==> config.mk <==
export PLATFORM = sky130hd
export DESIGN_NAME = twd_timer_watchdog
export DESIGN_NICKNAME = d
export VERILOG_FILES = /design/src/rtl/twd_pkg.sv /design/src/rtl/twd_timer_watchdog.sv
export SDC_FILE = /design/constraint.sdc
export NUM_CORES = 1
export LEC_CHECK = 0
export BUFFER_PORTS_ARGS = -buffer_cell sky130_fd_sc_hd__buf_2
export CAP_MARGIN = 20
export CORE_MARGIN = 5
export CORE_UTILIZATION = 45
export CTS_BUF_LIST = sky130_fd_sc_hd__clkbuf_4 sky130_fd_sc_hd__clkbuf_8
export DETAILED_ROUTE_END_ITERATION = 7
export GPL_TIMING_DRIVEN = 0
export PLACE_DENSITY_LB_ADDON = 0.12
export SYNTH_ARGS = -nofsm -noshare
export SYNTH_HDL_FRONTEND = slang
export SYNTH_SLANG_ARGS = --single-unit
==> constraint.sdc <==
create_clock -name ref_clk -period 7.8 [get_ports ref_clk]
set_clock_uncertainty 0.2 [all_clocks]
set_input_delay 1.95 -clock ref_clk [delete_from_list [all_inputs] [get_ports ref_clk]]
set_output_delay 1.95 -clock ref_clk [all_outputs]
set_load 0.05 [all_outputs]
==> src/rtl/twd_pkg.sv <==
// Package for the timer/watchdog register block: offsets, fields, reset values.
package twd_pkg;

  // ----------------------------------------
  // Register offsets in the register file page
  // ----------------------------------------
  localparam logic [7:0] ADDR_EXT_INT_VECTOR_SELECT = 8'hF6;
  localparam logic [7:0] ADDR_TIMER_COUNT_HIGH = 8'hF8;
  localparam logic [7:0] ADDR_TIMER_COUNT_LOW = 8'hF9;
  localparam logic [7:0] ADDR_TIMER_PRESCALE = 8'hFA;
  localparam logic [7:0] ADDR_TIMER_CONTROL = 8'hFB;
  localparam logic [7:0] ADDR_WAIT_CONTROL = 8'hFC;

  // ----------------------------------------
  // Control, wait control and vector select register fields
  // ----------------------------------------
  localparam int CTL_RUN_STOP = 7;
  localparam int CTL_SINGLE_CONTINUOUS = 6;
  localparam int CTL_INPUT_MODE_HI = 5;
  localparam int CTL_INPUT_MODE_LO = 4;
  localparam int CTL_INPUT_ENABLE = 3;
  localparam int CTL_OUTPUT_MODE = 2;
  localparam int CTL_USER_OUTPUT_VALUE = 1;
  localparam int CTL_OUTPUT_ENABLE = 0;
  localparam int WCR_WATCHDOG_ENABLE_N = 6;
  localparam int EXT_INT_VECTOR_SELECT_TOP_LEVEL_SOURCE_SEL = 2;
  localparam int EXT_INT_VECTOR_SELECT_CHANNEL_ZERO_ROUTE = 1;

  // ----------------------------------------
  // Reset values
  // ----------------------------------------
  localparam logic [7:0] RST_TIMER_CONTROL = 8'h12;
  localparam logic [7:0] RST_WAIT_CONTROL = 8'h7F;
  localparam logic [7:0] RST_EXT_INT_VECTOR_SELECT = 8'h06;
  localparam logic [7:0] RST_UNDEFINED = 8'h00;

  // ----------------------------------------
  // Timing and refresh constants
  // ----------------------------------------
  localparam logic [1:0] INTERNAL_CLOCK_DIV_LAST = 2'h3;
  localparam logic [7:0] REFRESH_FIRST = 8'hAA;
  localparam logic [7:0] REFRESH_SECOND = 8'h55;

  // Input pin mode codes {hi, lo}
  localparam logic [1:0] IN_EVENT = 2'h0;
  localparam logic [1:0] IN_GATED = 2'h1;
  localparam logic [1:0] IN_TRIGGER = 2'h2;
  localparam logic [1:0] IN_RETRIGGER = 2'h3;

  // Register file access from the core
  typedef struct packed {
    logic wr;
    logic rd;
    logic [7:0] addr;
    logic [7:0] wdata;
  } twd_bus_type;

  // Interrupt and reset requests leaving the block
  typedef struct packed {
    logic top_level;
    logic channel_zero;
    logic timer_irq;
    logic system_reset;
  } twd_event_type;

endpackage

==> src/rtl/twd_timer_watchdog.sv <==
// Timer/watchdog with 8-bit prescaler, 16-bit down counter and pin output.

// Overview of operation
// [RQ1] Four dedicated registers: count high, count low, prescale, control, all one page.
// [RQ2] Counter bytes can be read and written while the counter runs.
// [RQ3] Prescale value plus one sets the division: 00h by 1, FFh by 256.
// [RQ4] Software loads prescaler and counter bytes before starting the counter.
// [RQ5] Control bit 7 starts counting when 1, stops when 0; reads 0 after reset.
// [RQ6] Control bit 6 selects single count when 1, continuous when 0.
// [RQ7] Bits 5:4 select input pin mode; bit 3 enables the input section.
// [RQ8] Modes: 00 events, 01 gated high, 11 retrigger start, 10 restart while running.
// [RQ9] Output mode 1 copies user bit at end of count; 0 toggles the pin.
// [RQ10] Control bit 1 is a software writable output value, resets to 1.
// [RQ11] Control bit 0 enables the selected output function.
// [RQ12] With output disabled the pin is held high.
// [RQ13] Clearing the active-low watchdog enable enters watchdog mode; cannot be set again.
// [RQ14] Watchdog end of count resets system; AAh then 55h to count low reloads.
// [RQ15] Top-level select 0 routes timer end of count, 1 routes external pin.
// [RQ16] Channel select routes timer interrupt through external channel zero.
// [RQ17] Software changes channel select only with interrupts disabled and pending cleared.
// [RQ18] Outside watchdog mode, each end of count raises an interrupt request.
// [RQ19] Counter decrements per prescaler tick; prescaler fed by clock/4 or pin events.
module twd_timer_watchdog
  import twd_pkg::*;
(
  input wire logic ref_clk,
  input wire logic srst,
  input wire twd_bus_type bus,
  output logic [7:0] rdata,
  input wire logic timer_in,
  input wire logic nmi_pin,
  input wire logic ext_int0_pin,
  output logic timer_out,
  output twd_event_type events
);

  // ----------------------------------------
  // State
  // ----------------------------------------
  logic [7:0] reload_high, reload_low, prescale, control, wait_ctl, ext_int_vector_select;
  logic [7:0] next_reload_high, next_reload_low, next_prescale, next_control, next_wait_ctl, next_ext_int_vector_select;
  logic [15:0] count, next_count;
  logic [7:0] pre_count, next_pre_count;
  logic [1:0] div4, next_div4;
  logic reload_pending, next_reload_pending;
  logic refresh_armed, next_refresh_armed;
  logic in_prev, next_in_prev;
  logic out_level, next_out_level;
  logic eoc_q, next_eoc_q;
  logic [7:0] rdata_q, next_rdata_q;

  // ----------------------------------------
  // Combinational decode
  // ----------------------------------------
  logic wdog_mode, int_tick, in_fall, src_tick, count_en, eoc;
  logic [1:0] in_mode;
  logic in_en, running;

  function automatic logic hit(input twd_bus_type b, input logic [7:0] a);
    return b.wr && (b.addr == a);
  endfunction

  assign wdog_mode = ~wait_ctl[WCR_WATCHDOG_ENABLE_N];
  assign in_mode = control[CTL_INPUT_MODE_HI:CTL_INPUT_MODE_LO];
  // Watchdog mode ignores the input section and forces continuous running
  assign in_en = control[CTL_INPUT_ENABLE] & ~wdog_mode; // RQ7
  assign running = control[CTL_RUN_STOP] | wdog_mode; // RQ5
  assign int_tick = (div4 == INTERNAL_CLOCK_DIV_LAST);
  assign in_fall = in_prev & ~timer_in;

  // Prescaler source: pin events in event mode, internal clock / 4 while the pin is high in gated mode, else internal clock / 4
  always_comb begin
    src_tick = int_tick; // RQ19
    if (in_en) begin
      case (in_mode)
        IN_EVENT: src_tick = in_fall; // RQ8
        IN_GATED: src_tick = int_tick & timer_in; // RQ8
        default: src_tick = int_tick;
      endcase
    end
  end

  assign count_en = running & src_tick & (pre_count == 8'h00);
  assign eoc = count_en & (count == 16'h0000); // RQ19

  // ----------------------------------------
  // Register, counter and output next state
  // ----------------------------------------
  always_comb begin
    next_reload_high = reload_high;
    next_reload_low = reload_low;
    next_prescale = prescale;
    next_control = control;
    next_wait_ctl = wait_ctl;
    next_ext_int_vector_select = ext_int_vector_select;
    next_count = count;
    next_pre_count = pre_count;
    next_div4 = div4 + 2'h1;
    next_reload_pending = reload_pending;
    next_refresh_armed = refresh_armed;
    next_in_prev = timer_in;
    next_out_level = out_level;
    next_eoc_q = eoc;

    // Prescaler divides by value plus one
    if (running && src_tick) begin
      if (pre_count == 8'h00) begin
        next_pre_count = prescale; // RQ3
      end else begin
        next_pre_count = pre_count - 8'h01;
      end
    end

    // Down count; end of count reloads the constant
    if (eoc) begin
      next_count = {reload_high, reload_low}; // RQ19
      next_reload_pending = 1'b0;
      if (control[CTL_SINGLE_CONTINUOUS] && !wdog_mode) begin
        next_control[CTL_RUN_STOP] = 1'b0; // RQ6
      end
      // Square wave toggles, PWM copies the user bit
      if (control[CTL_OUTPUT_MODE]) begin
        next_out_level = control[CTL_USER_OUTPUT_VALUE]; // RQ9
      end else begin
        next_out_level = ~out_level; // RQ9
      end
    end else if (count_en) begin
      next_count = count - 16'h0001; // RQ19
    end

    // Pin triggers: restart while running, or start and reload
    if (in_en && in_fall) begin
      if (in_mode == IN_TRIGGER && control[CTL_RUN_STOP]) begin
        next_count = {reload_high, reload_low}; // RQ8
        next_pre_count = prescale;
      end else if (in_mode == IN_RETRIGGER) begin
        next_control[CTL_RUN_STOP] = 1'b1; // RQ8
        next_count = {reload_high, reload_low};
        next_pre_count = prescale;
      end
    end

    // A stopped counter takes a constant written while stopped
    if (!running && reload_pending) begin
      next_count = {reload_high, reload_low};
      next_reload_pending = 1'b0;
    end

    // Register writes; counter keeps running meanwhile
    if (hit(bus, ADDR_TIMER_COUNT_HIGH) && !wdog_mode) begin
      next_reload_high = bus.wdata; // RQ2
      next_reload_pending = 1'b1;
    end
    if (hit(bus, ADDR_TIMER_COUNT_LOW)) begin
      if (wdog_mode) begin
        // Refresh: AAh arms, 55h right after reloads and restarts
        if (bus.wdata == REFRESH_SECOND && refresh_armed) begin
          next_count = {reload_high, reload_low}; // RQ14
          next_pre_count = prescale;
        end
        next_refresh_armed = (bus.wdata == REFRESH_FIRST); // RQ14
      end else begin
        next_reload_low = bus.wdata; // RQ2
        next_reload_pending = 1'b1;
      end
    end
    if (hit(bus, ADDR_TIMER_PRESCALE)) begin
      next_prescale = bus.wdata; // RQ3
    end
    if (hit(bus, ADDR_TIMER_CONTROL)) begin
      // Single-count stop by hardware loses to a same-cycle software write
      next_control = bus.wdata; // RQ5
    end
    if (hit(bus, ADDR_WAIT_CONTROL)) begin
      // Only a clear of the enable sticks; ones are ignored
      next_wait_ctl = bus.wdata;
      next_wait_ctl[WCR_WATCHDOG_ENABLE_N] = wait_ctl[WCR_WATCHDOG_ENABLE_N] & bus.wdata[WCR_WATCHDOG_ENABLE_N]; // RQ13
    end
    if (hit(bus, ADDR_EXT_INT_VECTOR_SELECT)) begin
      next_ext_int_vector_select = bus.wdata; // RQ16
    end
  end

  // ----------------------------------------
  // Read data, registered
  // ----------------------------------------
  always_comb begin
    next_rdata_q = 8'h00;
    if (bus.rd) begin
      case (bus.addr)
        ADDR_TIMER_COUNT_HIGH: next_rdata_q = count[15:8]; // RQ2
        ADDR_TIMER_COUNT_LOW: next_rdata_q = count[7:0]; // RQ2
        ADDR_TIMER_PRESCALE: next_rdata_q = prescale;
        ADDR_TIMER_CONTROL: next_rdata_q = control;
        ADDR_WAIT_CONTROL: next_rdata_q = wait_ctl;
        ADDR_EXT_INT_VECTOR_SELECT: next_rdata_q = ext_int_vector_select;
        default: next_rdata_q = 8'h00; // RQ1
      endcase
    end
  end

  // ----------------------------------------
  // Registers
  // ----------------------------------------
  always_ff @(posedge ref_clk) begin
    if (srst) begin
      reload_high <= RST_UNDEFINED; // RQ4
      reload_low <= RST_UNDEFINED;
      prescale <= RST_UNDEFINED;
      control <= RST_TIMER_CONTROL; // RQ10
      wait_ctl <= RST_WAIT_CONTROL; // RQ13
      ext_int_vector_select <= RST_EXT_INT_VECTOR_SELECT;
      count <= 16'h0000;
      pre_count <= 8'h00;
      div4 <= 2'h0;
      reload_pending <= 1'b0;
      refresh_armed <= 1'b0;
      in_prev <= 1'b1;
      out_level <= 1'b1;
      eoc_q <= 1'b0;
      rdata_q <= 8'h00;
    end else begin
      reload_high <= next_reload_high;
      reload_low <= next_reload_low;
      prescale <= next_prescale;
      control <= next_control;
      wait_ctl <= next_wait_ctl;
      ext_int_vector_select <= next_ext_int_vector_select;
      count <= next_count;
      pre_count <= next_pre_count;
      div4 <= next_div4;
      reload_pending <= next_reload_pending;
      refresh_armed <= next_refresh_armed;
      in_prev <= next_in_prev;
      out_level <= next_out_level;
      eoc_q <= next_eoc_q;
      rdata_q <= next_rdata_q;
    end
  end

  // ----------------------------------------
  // Outputs and interrupt routing
  // ----------------------------------------
  assign rdata = rdata_q;
  // Held high when disabled so the pin can be shared
  assign timer_out = control[CTL_OUTPUT_ENABLE] ? out_level : 1'b1; // RQ11 RQ12
  assign events.timer_irq = eoc_q & ~wdog_mode; // RQ18
  assign events.system_reset = eoc_q & wdog_mode; // RQ14
  assign events.top_level = ext_int_vector_select[EXT_INT_VECTOR_SELECT_TOP_LEVEL_SOURCE_SEL] ? nmi_pin : events.timer_irq; // RQ15
  assign events.channel_zero = ext_int_vector_select[EXT_INT_VECTOR_SELECT_CHANNEL_ZERO_ROUTE] ? events.timer_irq : ext_int0_pin; // RQ16

endmodule

==> results by group <==
Status
  • Status: completed

GRT
  • Largest net degree at the start of global routing: 17
  • Total gr overflow: 0
  • Number of antenna violations at the first check in global routing: 0
  • Vias in the first global route: 3725
  • GRT Total Usage: 22.0%
  • First-pass GRT wire length: around 20 mm

Critical path
  • CP startpoint kind: input pin
  • FF-to-FF path depth: 7
  • Req. time, crit path: roughly 5.7 ns
  • Worst reg2reg path startpoint: pre_count[2]
  • Critical Path Fanout Max: 1
  • Critical Path End Type: output pin
  • Worst Setup SP: ext_int0_pin
  • Crit Path Class: in2out
  • RR Endpoint: out_level
  • Reg2reg setup slack: roughly 4.8 ns
  • Worst path arrival time: ~2.5 ns

Logic synthesis
  • XOR/XNOR Fraction of Synth Area: approximately 2.8%
  • Synth Area in Compound Gates: roughly 15%
  • Largest area contributor in the netlist: dfxtp_1
  • Synthesized area: around 0.0043 sq mm
  • #FFs+latches synth: 87
  • Sequential share of the synthesized area: around 40%
  • Top-count cell post-synth: dfxtp_1
  • Main synth FF type: dfxtp_1
  • Multiplexer area fraction after synthesis: a little over an eighth
  • Asr flop ratio synth: 0%
  • Library cells used by synthesis: 51
  • Main combinational cell family by area after synthesis: simple AND/OR/NAND/NOR gates
  • Dominant cells by area after synthesis: dfxtp_1 40%, mux2i_1 8.8%, nor2_1 4.9%
  • Number of synthesized flops with an enable pin: 0
  • Cells after synthesis: between 400 and 500
  • Mapped Avg Cell Area: between 9 and 10 sq um
  • Commonest cells in the netlist: 87 x dfxtp_1, 57 x nor2_1, 38 x mux2i_1
  • Share of the synthesized area in the top cell type: 40.2%
  • Area share of fa/ha/maj cells after synthesis: between 1 and 1.5%
  • Synth Area in Simple Gates: between 20% and 30%
  • YS warnings: 0
  • Post-Synthesis Net Count: roughly 500

Finish
  • Layout cells sized above 1: 15.6%
  • Final Core Density: 52.2%
  • Post-route design area: between 0.004 and 0.005 sq mm
  • P&R area growth vs syn: 12.3%
  • Antenna diode count: 0
  • Nets: between 500 and 600

Timing
  • Min Clock Period, post-route: 4.65 ns
  • Rel. slew slack: 34.2%
  • Fmax: about 210 MHz
  • Hold_ws: 0.254 ns
  • RSZ-0062 raised after global routing: false
  • Crit share post-route: roughly three fifths
  • Slew Limit Fails: 0
  • Final setup violation count: 0
  • Hold Vio Cnt, Final: 0
  • TNS Setup: 0 ns
  • Actual slew at the worst max-slew pin: 0.984 ns

Clock network
  • Root buffer cell: clkbuf_8
  • Clock slew at reported path FFs: approximately 0.090 ns
  • Clock H-tree levels: 3
  • Clock Tree Buf Depth: 2
  • Hold buffers post-CTS: 0
  • # Post-CTS Setup Buffers: 0
  • CTS sink cnt: slightly below 90
  • CTS buffer count: 9
  • Resized cells post-CTS: 0
  • Clk_lat worst skew: 0.36 ns
  • CTS tree: built

Placed design
  • Dpl cell area: between 0.004 and 0.005 sq mm
  • Placer Congestion: ~0.87
  • Final HPWL DP: 9.38 mm
  • IO buf count: 33

Hold path
  • Worst Hold Depth: 1
  • Hold crit path type: reg2reg
  • Min-delay src: div4[0]
  • Hold endpoint: div4[0]

Route
  • Routed wire length per instance: about 19 microns
  • Final ANT Viol Nets: 0
  • Vias: slightly below 4000
  • Drt first pass iters: 7
  • Initial DRC Count: between 200 and 250
  • Post-DR vias/cell: 5.92
  • Final wirelength: about 12 mm
  • DRC: 0

Pwr
  • Switch Pwr: between 0.0002 and 0.00025 W
  • Clock power frac: 40.4%
  • Peak VDD IR: about 0.14 mV
  • Internal power: 0.000611 W
  • Sw Ratio: roughly a quarter
  • Seq pwr share: a little over half
  • PwrDens: 169 mW/mm^2
  • Leakage: roughly 2 nW
  • Comb pwr share: ~5.2%

Floorplan
  • Rows: 35
  • Chip Height: between 100 and 150 microns
  • Die ar.: between 0.01 and 0.015 sq mm
  • Initial core utilization: a little under half
  • Core Region: a little over 0.009 sq mm
  • Top Ports: 36
  • Die Wd: around 110 microns

Flow run
  • Max-capacitance violation count: 0
-- how the worst max path moves through the flow --
stage,depth (start not counted),slack (ns),to
final,3,3.15,events[2]
after global routing,3,3.13,events[3]
after CTS,3,3.14,events[2]
after detailed placement,3,3.14,events[2]
after global placement,3,3.16,events[3]
after floorplan,1,3.33,events[3]
-- registers in the layout (all words and copies together), names as in the netlist --
signal,count
reload_low,8
out_level,1
reload_pending,1
ext_int_vector_select,8
pre_count,8
in_prev,1
prescale,8
reload_high,8
count,16
refresh_armed,1
div4,2
eoc_q,1
control,8
rdata,8
wait_ctl,8
-- power by group through the flow --
stage / clock [W] / combinational [W] / sequential (W)
floorplan: 0 / 0.0000223 / 0.000457
global placement: 0 / 0.0000421 / 0.000457
detailed placement: 0 / 0.0000425 / 0.000457
CTS: 0.000337 / 0.0000426 / 0.000447
global route: 0.000353 / 0.0000464 / 0.000447
finish: 0.000332 / 0.0000429 / 0.000447
-- critical path, cell delays in order --
cell	delay, ns
buf_2	0.09
mux2_2	0.25
buf_2	0.21
-- metrics by stage --
stage               setup WS (ns)  instances  power (W)
finish                       3.15        656   0.000822
global route                 3.13        656   0.000847
global placement             3.16        639   0.000499
floorplan                    3.33        477   0.000479
detailed placement           3.14        639   0.000500
CTS                          3.14        655   0.000827
-- cells by family after synthesis --
logic type | Yosys count
muxes | 49
DFF | 87
and+or+nand+nor | 185
xor gates and xnor gates | 14
adders and majority gates | 5
buffers and inverters | 44
AOI/OAI and AO/OA | 93
-- final cells by class --
type	count	area [sq um]
fillers	896	4460
multi-input cells	346	2410
flip-flops and latches	87	1740
repair buffers	34	170
well taps	129	161
plain buffers	30	129
clock buffers	9	124
clock inverters	7	78.8
inverters	14	52.6
-- placed cells by master, fill, tap and decap left out, types with 9 or more instances in the layout --
cell	instances
xnor2_1	13
clkbuf_8	9
mux2i_1	38
nor3_1	12
a21oi_1	33
nand2b_1	10
nand3_1	13
nor4_1	22
a211oi_1	10
clkbuf_1	24
inv_1	14
a211oi_2	10
nand4_1	9
buf_2	34
dfxtp_1	87
nor2_1	57
nand2_1	29
-- routing by layer --
layer | share of wire [%] | global-route usage, %
met1 | 46 | 29.9
met5 | 0 | 0
met2 | 46 | 34.0
met3 | 6.4 | 5.97
met4 | 2.0 | 7.39
No activity file was read; power rests on OpenSTA's default activity.
